<file path="src/rtl/asd_pkg.sv">
// Purpose: shared constants and types for the address space decoder
// Assumes: 32-bit logical byte addresses from the cpu core
// Notes:   all region bounds live here so both design files agree
package asd_pkg;

   localparam int unsigned ADDR_W = 32;

   // top-level areas, by the two high address bits
   localparam logic [1:0] AREA_RESERVED = 2'h2;
   localparam logic [1:0] AREA_SYSTEM   = 2'h3;

   // 8 MB windows inside the user area, by address bits 30..23
   localparam logic [7:0] WIN_ROMEXT = 8'h00;
   localparam logic [7:0] WIN_RAMREG = 8'h01;

   // rom/external block: real 1 MB, offsets within it
   localparam int unsigned ROMEXT_REAL_W = 20;
   localparam logic [19:0] ROM_LAST     = 20'h1FFFF;
   localparam logic [19:0] CSLOW_FIRST  = 20'h20000;
   localparam logic [19:0] CSLOW_LAST   = 20'h7FFFF;
   localparam logic [19:0] CSHIGH_FIRST = 20'h80000;
   localparam logic [19:0] CSHIGH_LAST  = 20'hFFFFF;

   // ram/register block: real 16 KB, offsets within it
   localparam int unsigned RAMREG_REAL_W = 14;
   localparam logic [13:0] PERIPH_LAST = 14'h0FFF;
   localparam logic [13:0] RAM_FIRST   = 14'h1000;
   localparam logic [13:0] RAM_LAST    = 14'h27FF;

   typedef enum logic [1:0] {
      ASD_MODE_SINGLE,
      ASD_MODE_EXPAND,
      ASD_MODE_PROC,
      ASD_MODE_RSVD
   } asd_mode_t;

   typedef enum logic [2:0] {
      ASD_TGT_NONE,
      ASD_TGT_ROM,
      ASD_TGT_CSLOW,
      ASD_TGT_CSHIGH,
      ASD_TGT_RAM,
      ASD_TGT_PERIPH,
      ASD_TGT_RESERVED,
      ASD_TGT_SYSTEM
   } asd_target_t;

endpackage

</file>
<file path="src/rtl/asd_region_if.sv">
// Purpose: carries one decoded address between the map and the top
// Assumes: driven combinationally by asd_region_map
// Notes:   offsets are already folded to the real block size
`timescale 1ns/1ns
interface asd_region_if;
   logic [31:0]          addr;
   asd_pkg::asd_mode_t   mode;
   asd_pkg::asd_target_t target;
   logic [19:0]          extOffset;
   logic [13:0]          localOffset;
   modport map (input addr, input mode, output target, output extOffset, output localOffset);
   modport user (output addr, output mode, input target, input extOffset, input localOffset);
endinterface

</file>
<file path="src/rtl/asd_region_map.sv">
// Purpose: pure address-to-target classification
// Assumes: mode is already latched and legal
// Notes:   combinational; the top registers the results
`timescale 1ns/1ns
module asd_region_map (
   asd_region_if.map rgn
);

   logic [19:0] romOfs;
   logic [13:0] regOfs;

   // aliasing: only low bits of each window are decoded
   assign romOfs = rgn.addr[19:0];
   assign regOfs = rgn.addr[13:0];
   assign rgn.extOffset = romOfs;
   assign rgn.localOffset = regOfs;

   always_comb begin
      rgn.target = asd_pkg::ASD_TGT_NONE;
      if (rgn.addr[31:30] == asd_pkg::AREA_RESERVED) begin
         rgn.target = asd_pkg::ASD_TGT_RESERVED;               // see [RULE3]
      end else if (rgn.addr[31:30] == asd_pkg::AREA_SYSTEM) begin
         rgn.target = asd_pkg::ASD_TGT_SYSTEM;                 // see [RULE4]
      end else if (rgn.addr[31] == 1'b0 && rgn.addr[30:23] == asd_pkg::WIN_ROMEXT) begin
         unique case (rgn.mode)                                // see [RULE6]
            asd_pkg::ASD_MODE_SINGLE: begin
               if (romOfs <= asd_pkg::ROM_LAST) begin
                  rgn.target = asd_pkg::ASD_TGT_ROM;           // see [RULE11]
               end
            end
            asd_pkg::ASD_MODE_EXPAND: begin
               if (romOfs <= asd_pkg::ROM_LAST) begin
                  rgn.target = asd_pkg::ASD_TGT_ROM;           // see [RULE8]
               end else if (romOfs <= asd_pkg::CSLOW_LAST) begin
                  rgn.target = asd_pkg::ASD_TGT_CSLOW;         // see [RULE9]
               end else begin
                  rgn.target = asd_pkg::ASD_TGT_CSHIGH;
               end
            end
            asd_pkg::ASD_MODE_PROC: begin
               if (romOfs < asd_pkg::CSHIGH_FIRST) begin
                  rgn.target = asd_pkg::ASD_TGT_CSLOW;         // see [RULE10]
               end else begin
                  rgn.target = asd_pkg::ASD_TGT_CSHIGH;
               end
            end
            default: rgn.target = asd_pkg::ASD_TGT_NONE;
         endcase
      end else if (rgn.addr[31] == 1'b0 && rgn.addr[30:23] == asd_pkg::WIN_RAMREG) begin
         if (regOfs <= asd_pkg::PERIPH_LAST) begin
            rgn.target = asd_pkg::ASD_TGT_PERIPH;              // see [RULE15]
         end else if (regOfs <= asd_pkg::RAM_LAST) begin
            rgn.target = asd_pkg::ASD_TGT_RAM;                 // see [RULE14]
         end
      end
   end

endmodule

</file>
<file path="src/rtl/address_space_decoder.sv">
// Purpose: decodes cpu logical addresses into target selects
// Assumes: request is a one-cycle strobe with address and write flag
// Notes:   selects come one cycle after the request, from flip-flops
//
// What this block does
// [RULE1] full 32-bit linear address, no banking
// [RULE2] low 2 GB is the user area
// [RULE3] 0x8000_0000 up is reserved, never selected
// [RULE4] 0xC000_0000 up is system, debug only
// [RULE5] two straps pick the operating mode
// [RULE6] only rom/external placement depends on mode
// [RULE7] rom/external window aliases every 1 MB
// [RULE8] internal rom at 0 to 0x1FFFF
// [RULE9] expansion mode: low and high chip selects
// [RULE10] processor mode: no rom, low select from 0
// [RULE11] single-chip mode: no chip select ever
// [RULE12] chip select asserts low with bus strobes
// [RULE13] ram/register window aliases every 16 KB
// [RULE14] 0x80_1000 to 0x80_27FF is internal ram
// [RULE15] 0x80_0000 to 0x80_0FFF is peripheral window
// [RULE16] holes select nothing, writes dropped
`timescale 1ns/1ns
module address_space_decoder (
   input  wire logic        sys_clk,
   input  wire logic        reset,
   input  wire logic        mode_strap_a,
   input  wire logic        mode_strap_b,
   input  wire logic        reqValid,
   input  wire logic        reqWrite,
   input  wire logic [31:0] reqAddr,
   output logic             romSelect,
   output logic             ramSelect,
   output logic             peripheralSelect,
   output logic             chip_select_low_region_n,
   output logic             chip_select_high_region_n,
   output logic             extReadStrobe_n,
   output logic             extWriteStrobe_n,
   output logic             targetWrite,
   output logic [19:0]      extAddr,
   output logic [13:0]      localAddr,
   output logic             reservedHit,
   output logic             systemHit,
   output logic             unmappedHit,
   output logic [1:0]       modeOut
);

   ////////////////////////////////////////////////////////////////////////////
   // build-time guards: the map folds addresses into these offset widths and
   // walks each window with one compare chain, so the regions must butt up

   if ($bits(reqAddr) != asd_pkg::ADDR_W
       || $bits(extAddr) != asd_pkg::ROMEXT_REAL_W
       || $bits(localAddr) != asd_pkg::RAMREG_REAL_W) begin : g_width_guard
      $error("offset widths disagree with the folded block sizes");
   end

   if (asd_pkg::CSLOW_FIRST != asd_pkg::ROM_LAST + 20'h00001
       || asd_pkg::CSHIGH_FIRST != asd_pkg::CSLOW_LAST + 20'h00001
       || asd_pkg::CSHIGH_LAST != 20'hFFFFF
       || asd_pkg::RAM_FIRST != asd_pkg::PERIPH_LAST + 14'h0001) begin : g_map_guard
      $error("region bounds leave a gap the compare chains cannot see");
   end

   ////////////////////////////////////////////////////////////////////////////
   // decode helpers

   // straps read as {a, b}; the reserved code is kept so the map can refuse it
   function automatic asd_pkg::asd_mode_t strap_mode(
      input logic a,
      input logic b
   );
      asd_pkg::asd_mode_t m;
      m = asd_pkg::ASD_MODE_SINGLE;
      unique case ({a, b})
         2'h0: m = asd_pkg::ASD_MODE_SINGLE;
         2'h1: m = asd_pkg::ASD_MODE_EXPAND;
         2'h2: m = asd_pkg::ASD_MODE_PROC;
         2'h3: m = asd_pkg::ASD_MODE_RSVD;
      endcase
      return m;
   endfunction

   // a select line rises only for a request that was taken
   function automatic logic picks(
      input logic                 taken,
      input asd_pkg::asd_target_t have,
      input asd_pkg::asd_target_t want
   );
      return taken && (have == want);
   endfunction

   function automatic logic is_external(
      input asd_pkg::asd_target_t t
   );
      return (t == asd_pkg::ASD_TGT_CSLOW) || (t == asd_pkg::ASD_TGT_CSHIGH);
   endfunction

   // holes, reserved and system addresses have nothing behind them to write
   function automatic logic can_write(
      input asd_pkg::asd_target_t t
   );
      return (t != asd_pkg::ASD_TGT_NONE) && (t != asd_pkg::ASD_TGT_RESERVED)
             && (t != asd_pkg::ASD_TGT_SYSTEM);
   endfunction

   ////////////////////////////////////////////////////////////////////////////
   // mode strap capture: sampled on the first clock after reset release,
   // so a strap change later cannot move the memory map under software

   asd_pkg::asd_mode_t mode;
   asd_pkg::asd_mode_t next_mode;
   logic               modeTaken;
   logic               next_modeTaken;

   always_comb begin
      next_mode = mode;
      next_modeTaken = modeTaken;
      if (!modeTaken) begin
         next_mode = strap_mode(mode_strap_a, mode_strap_b);   // see [RULE5]
         next_modeTaken = 1'b1;
      end
   end

   always_ff @(posedge sys_clk) begin
      if (reset) begin
         mode <= asd_pkg::ASD_MODE_SINGLE;
         modeTaken <= 1'b0;
      end else begin
         mode <= next_mode;
         modeTaken <= next_modeTaken;
      end
   end

   ////////////////////////////////////////////////////////////////////////////
   // classification

   asd_region_if rgn ();

   assign rgn.addr = reqAddr;     // see [RULE1] [RULE2]
   assign rgn.mode = mode;

   asd_region_map u_map (
      .rgn (rgn)
   );

   ////////////////////////////////////////////////////////////////////////////
   // registered selects; a request before straps are taken selects nothing

   logic        next_romSelect;
   logic        next_ramSelect;
   logic        next_peripheralSelect;
   logic        next_csLow_n;
   logic        next_csHigh_n;
   logic        next_rd_n;
   logic        next_wr_n;
   logic        next_targetWrite;
   logic [19:0] next_extAddr;
   logic [13:0] next_localAddr;
   logic        next_reservedHit;
   logic        next_systemHit;
   logic        next_unmappedHit;
   logic        live;
   logic        isExt;

   always_comb begin
      live = reqValid && modeTaken;
      isExt = is_external(rgn.target);
      next_romSelect = picks(live, rgn.target, asd_pkg::ASD_TGT_ROM);
      next_ramSelect = picks(live, rgn.target, asd_pkg::ASD_TGT_RAM);
      next_peripheralSelect = picks(live, rgn.target, asd_pkg::ASD_TGT_PERIPH);
      next_csLow_n = !picks(live, rgn.target, asd_pkg::ASD_TGT_CSLOW);     // see [RULE12]
      next_csHigh_n = !picks(live, rgn.target, asd_pkg::ASD_TGT_CSHIGH);
      // strobes only ride with a chip select, so on-chip accesses leave the strobe pins high; extAddr still shows their offset
      next_rd_n = !(live && isExt && !reqWrite);
      next_wr_n = !(live && isExt && reqWrite);
      // writes into holes never reach any target
      next_targetWrite = live && reqWrite && can_write(rgn.target);        // see [RULE16]
      next_extAddr = live ? rgn.extOffset : 20'h00000;                    // see [RULE7]
      next_localAddr = live ? rgn.localOffset : 14'h0000;                 // see [RULE13]
      next_reservedHit = picks(live, rgn.target, asd_pkg::ASD_TGT_RESERVED); // see [RULE3]
      next_systemHit = picks(live, rgn.target, asd_pkg::ASD_TGT_SYSTEM);     // see [RULE4]
      next_unmappedHit = picks(live, rgn.target, asd_pkg::ASD_TGT_NONE);     // see [RULE16]
   end

   always_ff @(posedge sys_clk) begin
      if (reset) begin
         romSelect <= 1'b0;
         ramSelect <= 1'b0;
         peripheralSelect <= 1'b0;
         chip_select_low_region_n <= 1'b1;
         chip_select_high_region_n <= 1'b1;
         extReadStrobe_n <= 1'b1;
         extWriteStrobe_n <= 1'b1;
         targetWrite <= 1'b0;
         extAddr <= 20'h00000;
         localAddr <= 14'h0000;
         reservedHit <= 1'b0;
         systemHit <= 1'b0;
         unmappedHit <= 1'b0;
         modeOut <= 2'h0;
      end else begin
         romSelect <= next_romSelect;
         ramSelect <= next_ramSelect;
         peripheralSelect <= next_peripheralSelect;
         chip_select_low_region_n <= next_csLow_n;
         chip_select_high_region_n <= next_csHigh_n;
         extReadStrobe_n <= next_rd_n;
         extWriteStrobe_n <= next_wr_n;
         targetWrite <= next_targetWrite;
         extAddr <= next_extAddr;
         localAddr <= next_localAddr;
         reservedHit <= next_reservedHit;
         systemHit <= next_systemHit;
         unmappedHit <= next_unmappedHit;
         modeOut <= next_mode;
      end
   end

endmodule

</file>
<file path="config.mk">
export PLATFORM = sky130hd
export DESIGN_NAME = address_space_decoder
export DESIGN_NICKNAME = d
export VERILOG_FILES = /design/src/rtl/asd_pkg.sv /design/src/rtl/asd_region_if.sv /design/src/rtl/asd_region_map.sv /design/src/rtl/address_space_decoder.sv
export SDC_FILE = /design/constraint.sdc
export NUM_CORES = 1
export LEC_CHECK = 0
export BUFFER_PORTS_ARGS = -buffer_cell sky130_fd_sc_hd__buf_4
export CAP_MARGIN = 20
export CORE_MARGIN = 5
export CORE_UTILIZATION = 39
export DETAILED_ROUTE_END_ITERATION = 16
export PLACE_DENSITY = 0.88
export REMOVE_ABC_BUFFERS = 1
export SLEW_MARGIN = 20
export SYNTH_ARGS = -nofsm -noshare
export SYNTH_HDL_FRONTEND = slang
export SYNTH_SLANG_ARGS = --single-unit
export TNS_END_PERCENT = 5
</file>
<file path="constraint.sdc">
create_clock -name sys_clk -period 1.87 [get_ports sys_clk]
set_clock_uncertainty 0.2 [all_clocks]
set_input_delay 0 -clock sys_clk [delete_from_list [all_inputs] [get_ports sys_clk]]
set_output_delay 0 -clock sys_clk [all_outputs]
set_load 0.01 [all_outputs]
</file>
* Word-level counts from Yosys, hierarchy flattened *
Index checks and enable logic that the tools add are counted.
Widths: inputs -> output; s select.

word-level totals
  bits in registers = 48
  bits in latches = 0
  memory bits (writable) = 0
  ROM bits = 0
  bits of input ports = 38
  word-level logic and storage cells = 82
  memories = 0

cells by class
  $add $sub $neg = 0
  multipliers = 0
  div/mod/pow operators = 0
  $lt $le $gt $ge = 5
  equality and inequality tests = 17
  shift operators = 0
  muxes and demuxes = 13
  bitwise gates (word level) = 2
  reduce and logical (&&, ||, !) cells = 30

operators by type and width
  operator              count
  $mux 3                7
  $le 20x17->1 const B  1
  $le 20x19->1 const B  1
  $lt 20x20->1 const B  1
  $logic_and 1x1->1     18
  $le 14x12->1 const B  1
  $le 14x14->1 const B  1
  $eq 3x3->1 const B    4
  $eq 2x2->1 const B    5
  $pmux 3 s3            1
  $eq 8x1->1 const B    1
  $logic_not 8->1       1
  $pmux 2 s4            1
  $eq 3x2->1 const B    2
  $ne 3x3->1 const B    2
  $logic_not 1->1       5
  $eq 2x1->1 const B    2
  $logic_not 2->1       2
  $mux 1                4
  $eq 3x1->1 const B    1
  $logic_not 3->1       1
  $reduce_bool 3->1     1
  $not 1->1             2
  $reduce_or 2->1       1
  $logic_or 1x1->1      1

* Longest topological paths before layout *
Gate-level depths: netlist (run 1).

  depth in word-level cells = 12
  gate-level depth with buffers = 4

* By module *
Synthesis (run 1) repeated with hierarchy kept, for this count alone.

unflattened totals
  cell total of the unflattened synthesis = 162
  area, all modules = 1833.0 um^2

by module, submodules not included
  module                 times used  cells each  area each (um^2)
  address_space_decoder  1           110         1427.6
  asd_region_map         1           52          405.4

* Least setup slack after synthesis (run 1) *
No wires, ideal clock.

  path type = register to register
  start point = register modeOut[0] (netlist name)
  end point = register chip_select_low_region_n
  arrival time = 1.289 ns
  required time = 1.538 ns
  path slack = 0.249 ns
  cell stages (with the launch flop) = 5
  clock period less this slack = 1.621 ns
  cells stage by stage = dfxtp_1 > and3b_1 > o41ai_2 > or2_1 > nand4_1

RTL lines
  what                  RTL line                      source
  to (signal assigned)  address_space_decoder.sv:205  chip_select_low_region_n <= next_csLow_n;
  to (decl)             address_space_decoder.sv:34   output logic chip_select_low_region_n,

* Worst setup path after layout (run 1) *
  start point = input reqAddr[28]
  end point = register unmappedHit

on the way
  cells in the longest elaborated chain, start to end = 8

ends and longest elaborated chain
  what                   RTL line                      source
  from (decl)            address_space_decoder.sv:30   input wire logic [31:0] reqAddr,
  $eq 8x1->1             asd_region_map.sv:49          end else if (rgn.addr[31] == 1'b0 && rgn.addr[30:23] == asd_pkg::WIN_RAMREG) begin
  $logic_and 1x1->1      asd_region_map.sv:49
  $mux 3                 asd_region_map.sv:49
  $mux 3 (*)             asd_region_map.sv:24          end else if (rgn.addr[31] == 1'b0 && rgn.addr[30:23] == asd_pkg::WIN_ROMEXT) begin
  $mux 3 (*)             asd_region_map.sv:22          end else if (rgn.addr[31:30] == asd_pkg::AREA_SYSTEM) begin
  $mux 3 (*)             asd_region_map.sv:20          if (rgn.addr[31:30] == asd_pkg::AREA_RESERVED) begin
  $logic_not 3->1 (*)    address_space_decoder.sv:89   return taken && (have == want);
  $logic_and 1x1->1 (*)  address_space_decoder.sv:89
  to (signal assigned)   address_space_decoder.sv:214  unmappedHit <= next_unmappedHit;
  to (decl)              address_space_decoder.sv:43   output logic unmappedHit,

Mark *: on every way between the ends. The rest lies on a longest branch, timed or not.
A chain may end at the register's enable or synchronous reset.

==> results.md, run 1 <==
### Clocking
- 2 — H-tree level count
- done — TritonCTS clock tree
- 0 — number of gates resized after CTS
- 34 — clock net sink count
- 2 — Clock Tree Buf Depth
- 0.10 ns — register clock-pin slew on the reported worst setup and hold paths
- 0 — setup fix buffers added after clock tree synthesis
- sky130_fd_sc_hd__clkbuf_4 — CTS Root Buffer Type
- 35 — Post-CTS Hold Fix Bufs
- 5 — clock buffers created by TritonCTS
- 0.33 ns — clock latency on the worst-skew pair

### Timing
- 0 — final-report setup violation count
- 575.8 MHz — Max Fclk
- 0 ns — sum of negative setup slack
- 0.9287 — share of the clock period used by the worst path after layout
- 0.7320 — Relative slew margins
- 0 — number of failing hold endpoints at the final stage
- no — RSZ-0062 raised after global routing
- 1.737 ns — final worst path period need
- 0 — Final Slew Violations
- 0.3976 ns — measured slew at the worst slew-check pin

### Power and ir drop
- 1.015 nW — leakage power summed over all cells
- 624.6 mW/mm^2 — Power Dens Cells
- 0.3038 mV — peak ir drop on the vdd network

### Floorplan
- 85 — number of top-level design ports
- 0.003003 mm^2 — CORE AREA
- 0.3979 — starting utilization of the core area
- 65.35 um — Die Span X
- 0.004271 mm^2 — Total Die Area
- 65.35 um — vertical die dimension
- 20 — number of standard-cell rows in the floorplan

### Critical path
- 2 — buffering stage count on the worst path with inverters included
- 6 — maximum fanout encountered on the critical timing path
- input port — CP Launch Type
- 0.13 ns — worst-case register-to-register setup slack
- 1.75 ns — Worst Path Arrival
- dlygate4sd3_1, buf_4, nor4_1, nand4_1, o211ai_1, nor2_1 — series of cell instances along the critical path
- 1.88 ns — data required time of the critical path
- in -> reg — Worst Path Class, Setup
- 0.54 ns — largest incremental delay on the critical path
- flop — nature of the critical path endpoint
- simple AND/OR/NAND/NOR gates — cell family contributing the most delay on the critical path
- sky130_fd_sc_hd__dlygate4sd3_1 — library cell contributing the largest single delay on the critical path

### Global route
- 0 — initial antenna violation count
- 6.023 mm — first-pass GRT wire length
- 0.1900 — GR Util All Layers
- 0 — total congestion overflow
- 1198 — via count of the first global-routing pass
- 14 — maximum number of pins on one net before global-route repair

### Synthesis
- sky130_fd_sc_hd__dfxtp_1 — Yosys top cell by area
- 34 x sky130_fd_sc_hd__dfxtp_1, 20 x sky130_fd_sc_hd__and2_1, 14 x sky130_fd_sc_hd__buf_4 — leading cell types by count after synthesis
- sky130_fd_sc_hd__dfxtp_1 57%, sky130_fd_sc_hd__and2_1 10%, sky130_fd_sc_hd__buf_4 8.8% — biggest area contributors in the synthesized netlist
- 34 — number of register bits inferred by synthesis
- 0.5696 — portion of synthesized cell area occupied by the leading cell type
- 0 — yosys synthesis warning count
- 0.5696 — share of the yosys chip area belonging to registers
- sky130_fd_sc_hd__dfxtp_1 — most frequent cell after synthesis
- 0 — EDFF count, synth
- 110 — instance count of the mapped netlist
- 10.86 um^2 — Avg Cell Area, Syn
- sky130_fd_sc_hd__dfxtp_1 — Primary FF master, synth
- 28 — distinct cell type count after synthesis
- 0 — share of synthesized flip-flops with an asynchronous set or reset
- 0.001195 mm^2 — Syn Std Cell Area

### Detailed routing
- 47 — 1st-iter DRT viols
- 3.847 mm — Routed WL
- 4 — number of search-and-repair iterations in the first detailed-routing pass
- 0 — DRC Markers
- 4.622 — number of vias per cell after detailed routing
- 15.33 um — average detailed-routed wire length per instance
- 0 — residual antenna-violating net count after detailed routing
- 1160 — routed vias

### Run status
- finished, final reports clean — outcome

### Final layout
- 0.4404 — share of cells above drive strength 1
- 213 — Filler cells
- 256 — final net count
- 680.7 um^2 — Sequential cell area
- 78.85% — Synth-to-Final Area Change
- 394.1 um^2 — area used by multi-input combinational logic
- 0 — antenna cell count
- 0.7117 — Finished Core Util

### Run
- 0 — Maximum Capacitance Violations

### Placed design
- 0.8250 — GP Congestion
- 2.396 mm — Detail Placement HPWL
- 81 — Port Buffer Count

### Hold path
- in -> reg — worst min path class

## logic make-up (layout without fill, tap and decap cells)
family,count (synthesis),after routing,synth area share
flip-flops,34,34,0.5696
multiplexers,2,2,0.01675
AO/OA/AOI/OAI,6,6,0.04608
buffers and inverters,18,126,0.1005
XOR/XNOR,1,1,0.007331
AND/OR/NAND/NOR,49,49,0.2597
## cell type report
cell class                 count  share of cell area
sequential                    34              0.3185
clock buffer                   5             0.01756
clock inverter                 2            0.004684
multi-input combinational     58              0.1844
timing repair buffer         117              0.4520
tap                           33             0.01932
inverter                       2            0.003513
## metal layers
layer  global-route usage  vias up  routed length (um)
met5                    0        -                   0
met4              0.05440        0                  10
met3              0.07692        2                 398
met2               0.3426       63                1994
met1               0.2021      526                1443
li1                     -      569                   -
## placed cells by master (no fill, tap or decap), drive strengths merged
cell type    instances
o41ai                1
dfxtp               34
nor4                 5
nand2                3
o211ai               1
nor2                 8
and2                20
o21ai                2
a211oi               1
nor4b                1
dlygate4sd3         35
inv                  2
nand4b               1
or3                  1
nor3                 1
nand3b               1
xnor2                1
clkinv               2
nand4                2
and3                 2
or2                  1
clkbuf               5
mux2i                2
buf                 82
a311oi               1
and3b                2
nand3                1
## flip-flops by register name, summed over array words and instances (netlist names)
register,count
extAddr,20
modeOut,2
chip_select_high_region_n,1
chip_select_low_region_n,1
extReadStrobe_n,1
extWriteStrobe_n,1
modeTaken,1
peripheralSelect,1
ramSelect,1
reservedHit,1
romSelect,1
systemHit,1
targetWrite,1
unmappedHit,1
## where the power goes
part / internal (mW) / total (mW) / switching (mW) / leakage (nW)
combinational: 0.140 / 0.214 / 0.0744 / 0.708
clock: 0.135 / 0.368 / 0.233 / 0.0308
sequential: 0.740 / 0.752 / 0.0121 / 0.277
total: 1.01 / 1.33 / 0.320 / 1.02
## path summary, 6_finish.rpt
kind                                              end               startpoint  depth (start not counted)
hold reg to reg               modeOut[0]$_SDFFE_PP0N_        modeTaken$_DFF_P_                          2
setup reg to reg  chip_select_low_region_n$_SDFF_PP1_  modeOut[0]$_SDFFE_PP0N_                          4
hold / removal                modeOut[0]$_SDFFE_PP0N_                    reset                          3
setup / recovery               unmappedHit$_SDFF_PP0_              reqAddr[28]                          6
## worst reg2reg max path: cells and delay by family, from the launching register on
family,cells,cell delay (ns)
AOI/OAI and AO/OA,1,0.45
and+or+nand+nor,3,0.53
DFF,1,0.43
## per-stage QoR
step                instances  worst slack [ns]  instance area [um^2]  total power [mW]  hold slack [ns]
finish                    251            0.1333                  2137             1.335           0.1837
global route              251           0.01841                  2137             1.396           0.1927
CTS                       251            0.1473                  2137             1.328           0.1827
detailed placement        209            0.1643                  1739            0.9193        -0.008025
global placement          209            0.2059                  1739            0.9169         -0.01407
floorplan                  94            0.2491                  1082            0.8126          -0.1310
Note: power is estimated with default switching activity, not from simulation.
==> run 2, diff against run 1 <==
--- a/config.mk
+++ b/config.mk
@@ -12,6 +12,7 @@
 export DETAILED_ROUTE_END_ITERATION = 16
 export PLACE_DENSITY = 0.88
 export REMOVE_ABC_BUFFERS = 1
+export SETUP_SLACK_MARGIN = 0.15
 export SLEW_MARGIN = 20
 export SYNTH_ARGS = -nofsm -noshare
 export SYNTH_HDL_FRONTEND = slang
==> run 2 against run 1 <==
Cell count up 0.40%. Clock-buffer cell count unchanged. Non-clock buffer count up 1. Sequential cell count unchanged. Via count up 3.3%. Critical endpoint unchanged. Largest power group unchanged. Largest cell class unchanged. Critical path type unchanged. Fmax up 4.5%. Utilization up 1.2 points. Clock power down 2%.
==> results.md, run 2 (synthesis results as in run 1) <==
### Global route
- 0 — initial antenna violation count, unchanged
- 14 — maximum number of pins on one net before global-route repair, unchanged
- 0.1796 — GR Util All Layers, -0.01039
- 0 — total congestion overflow, unchanged
- 5.844 mm — first-pass GRT wire length, -3.0%
- 1211 — via count of the first global-routing pass, +1.1%

### Floorplan
- 0.3979 — starting utilization of the core area, unchanged
- 20 — number of standard-cell rows in the floorplan, unchanged
- 85 — number of top-level design ports, unchanged
- 0.004271 mm^2 — Total Die Area, unchanged
- 65.35 um — Die Span X, unchanged
- 0.003003 mm^2 — CORE AREA, unchanged
- 65.35 um — vertical die dimension, unchanged

### Critical path
- 1.66 ns — Worst Path Arrival, -0.09 ns
- sky130_fd_sc_hd__dlygate4sd3_1 — library cell contributing the largest single delay on the critical path
- 3 — reg2reg path depth, -1
- flop — nature of the critical path endpoint
- 6 — maximum fanout encountered on the critical timing path, unchanged
- input port — CP Launch Type
- 0.23 ns — worst-case register-to-register setup slack, +0.10 ns
- 0.54 ns — largest incremental delay on the critical path, about the same
- in -> reg — Worst Path Class, Setup
- 1.87 ns — data required time of the critical path, about the same
- dlygate4sd3_1, buf_4, nor4_2, nand4_1, o211ai_1, nor2_1 — series of cell instances along the critical path

### Timing
- 601.6 MHz — Max Fclk, +4.5%
- 0 — number of failing hold endpoints at the final stage, unchanged
- 0.8889 — share of the clock period used by the worst path after layout, -0.03986
- 1.662 ns — final worst path period need, -0.07454 ns
- 0 — final-report setup violation count, unchanged
- 0 ns — sum of negative setup slack, unchanged
- 0.4157 ns — measured slew at the worst slew-check pin, +0.01812 ns
- 0.1902 ns — worst hold slack, +0.006509 ns
- yes — RSZ-0062 raised after global routing
- 0 — Final Slew Violations, unchanged
- 0.7229 — Relative slew margins, -0.009179

### Power and ir drop
- 613.6 mW/mm^2 — Power Dens Cells, -1.8%
- 0.3056 mV — peak ir drop on the vdd network, +0.60%
- 1.333 mW — overall power consumption, about the same
- 1.024 nW — leakage power summed over all cells, +0.83%

### Final layout
- 683.2 um^2 — Sequential cell area, +0.37%
- 81.88% — Synth-to-Final Area Change
- 257 — final net count, +0.39%
- 83 x sky130_fd_sc_hd__buf_4, 35 x sky130_fd_sc_hd__dlygate4sd3_1, 32 x sky130_fd_sc_hd__dfxtp_1 — highest-count cells in the layout ignoring fill and taps
- 420.4 um^2 — area used by multi-input combinational logic, +6.7%
- extAddr — Biggest register
- 20 — number of flip-flops in the largest register, unchanged
- 0.4566 — share of cells above drive strength 1, +0.01625
- extAddr x20, modeOut x2 — largest registers
- 252 — final non-filler cell total, +0.40%
- 0 — antenna cell count, unchanged
- 203 — Filler cells, -4.7%
- sky130_fd_sc_hd__buf_4 — most common library cell in the layout ignoring fill and taps

### Hold path
- in -> reg — worst min path class
- 3 — number of cells traversed by the worst hold path, unchanged

### Detailed routing
- 0 — residual antenna-violating net count after detailed routing, unchanged
- 0 — DRC Markers, unchanged
- 3.792 mm — Routed WL, -1.4%
- 1198 — routed vias, +3.3%
- 4 — number of search-and-repair iterations in the first detailed-routing pass, unchanged
- 4.754 — number of vias per cell after detailed routing, +2.9%
- 15.05 um — average detailed-routed wire length per instance, -1.8%
- 40 — 1st-iter DRT viols, -15%

### Run status
- finished, final reports clean — outcome

### Clocking
- 5 — clock buffers created by TritonCTS, unchanged
- done — TritonCTS clock tree
- 34 — clock net sink count, unchanged
- 0.11 ns — register clock-pin slew on the reported worst setup and hold paths, about the same
- 0.32 ns — clock latency on the worst-skew pair, about the same
- sky130_fd_sc_hd__clkbuf_4 — CTS Root Buffer Type
- 2 — H-tree level count, unchanged
- 2 — Clock Tree Buf Depth, unchanged

### Run
- 0 — Maximum Capacitance Violations, unchanged

### Placed design
- 81 — Port Buffer Count, unchanged
- 209 — count of placed standard cells including taps, unchanged
- 0.8250 — GP Congestion, unchanged
- 2.396 mm — Detail Placement HPWL, unchanged

## run 2: changes by cell type in the layout (fill, tap and decap cells not counted), sizes merged
cell	change
buf	+1
## run 2: critical path: cells and delay by family
family	cells	cell delay [ns]
buffers and inverters	2	0.68
AND/OR/NAND/NOR	3	0.74
AO/OA/AOI/OAI	1	0.24
## run 2: power breakdown
group          switching, mW  total, mW  leakage, nW  internal, mW
clock network          0.225      0.360       0.0308         0.135
logic                 0.0774      0.220        0.715         0.143
registers             0.0123      0.753        0.277         0.741
total                  0.315       1.33         1.02          1.02
## run 2: per-layer routing
metal	global-route usage	wire (um)	up-vias
li1	-	-	575
met1	0.1917	1434	558
met2	0.3363	1971	63
met3	0.05812	375	2
met4	0.04663	10	0
met5	0	0	-
## run 2: timing repair
item | in CTS | in global routing
gates cloned | 0 | 0
pin swaps | 0 | 2
gates resized for setup | 1 | 4
hold buffers | 35 | 0
endpoints found under the setup margin | 1 | 10
hold endpoints to repair | 34 | 0
setup buffers | 0 | 1
## run 2: area by class of cell
class,count,share of cell area
Clock buffer,5,0.01727
Clock inverter,2,0.004606
Inverter,2,0.003454
Multi-Input combinational cell,58,0.1934
Sequential cell,34,0.3143
Tap cell,33,0.01900
Timing Repair Buffer,118,0.4479
## run 2: worst paths after layout
check	from	to
max reg2reg	modeTaken$_DFF_P_	reservedHit$_SDFF_PP0_
max	reqAddr[28]	unmappedHit$_SDFF_PP0_
min reg2reg	modeOut[0]$_SDFFE_PP0N_	modeOut[0]$_SDFFE_PP0N_
min	reset	modeOut[0]$_SDFFE_PP0N_
## run 2: through the flow
step	setup slack (ns)	utilization	area, um^2
5_1_grt	0.1398	0.7238	2173
3_3_place_gp	0.2059	0.5792	1739
2_1_floorplan	0.2491	-	1082
3_5_place_dp	0.1643	0.5792	1739
4_1_cts	0.1536	0.7154	2148
6_report	0.2078	0.7238	2173
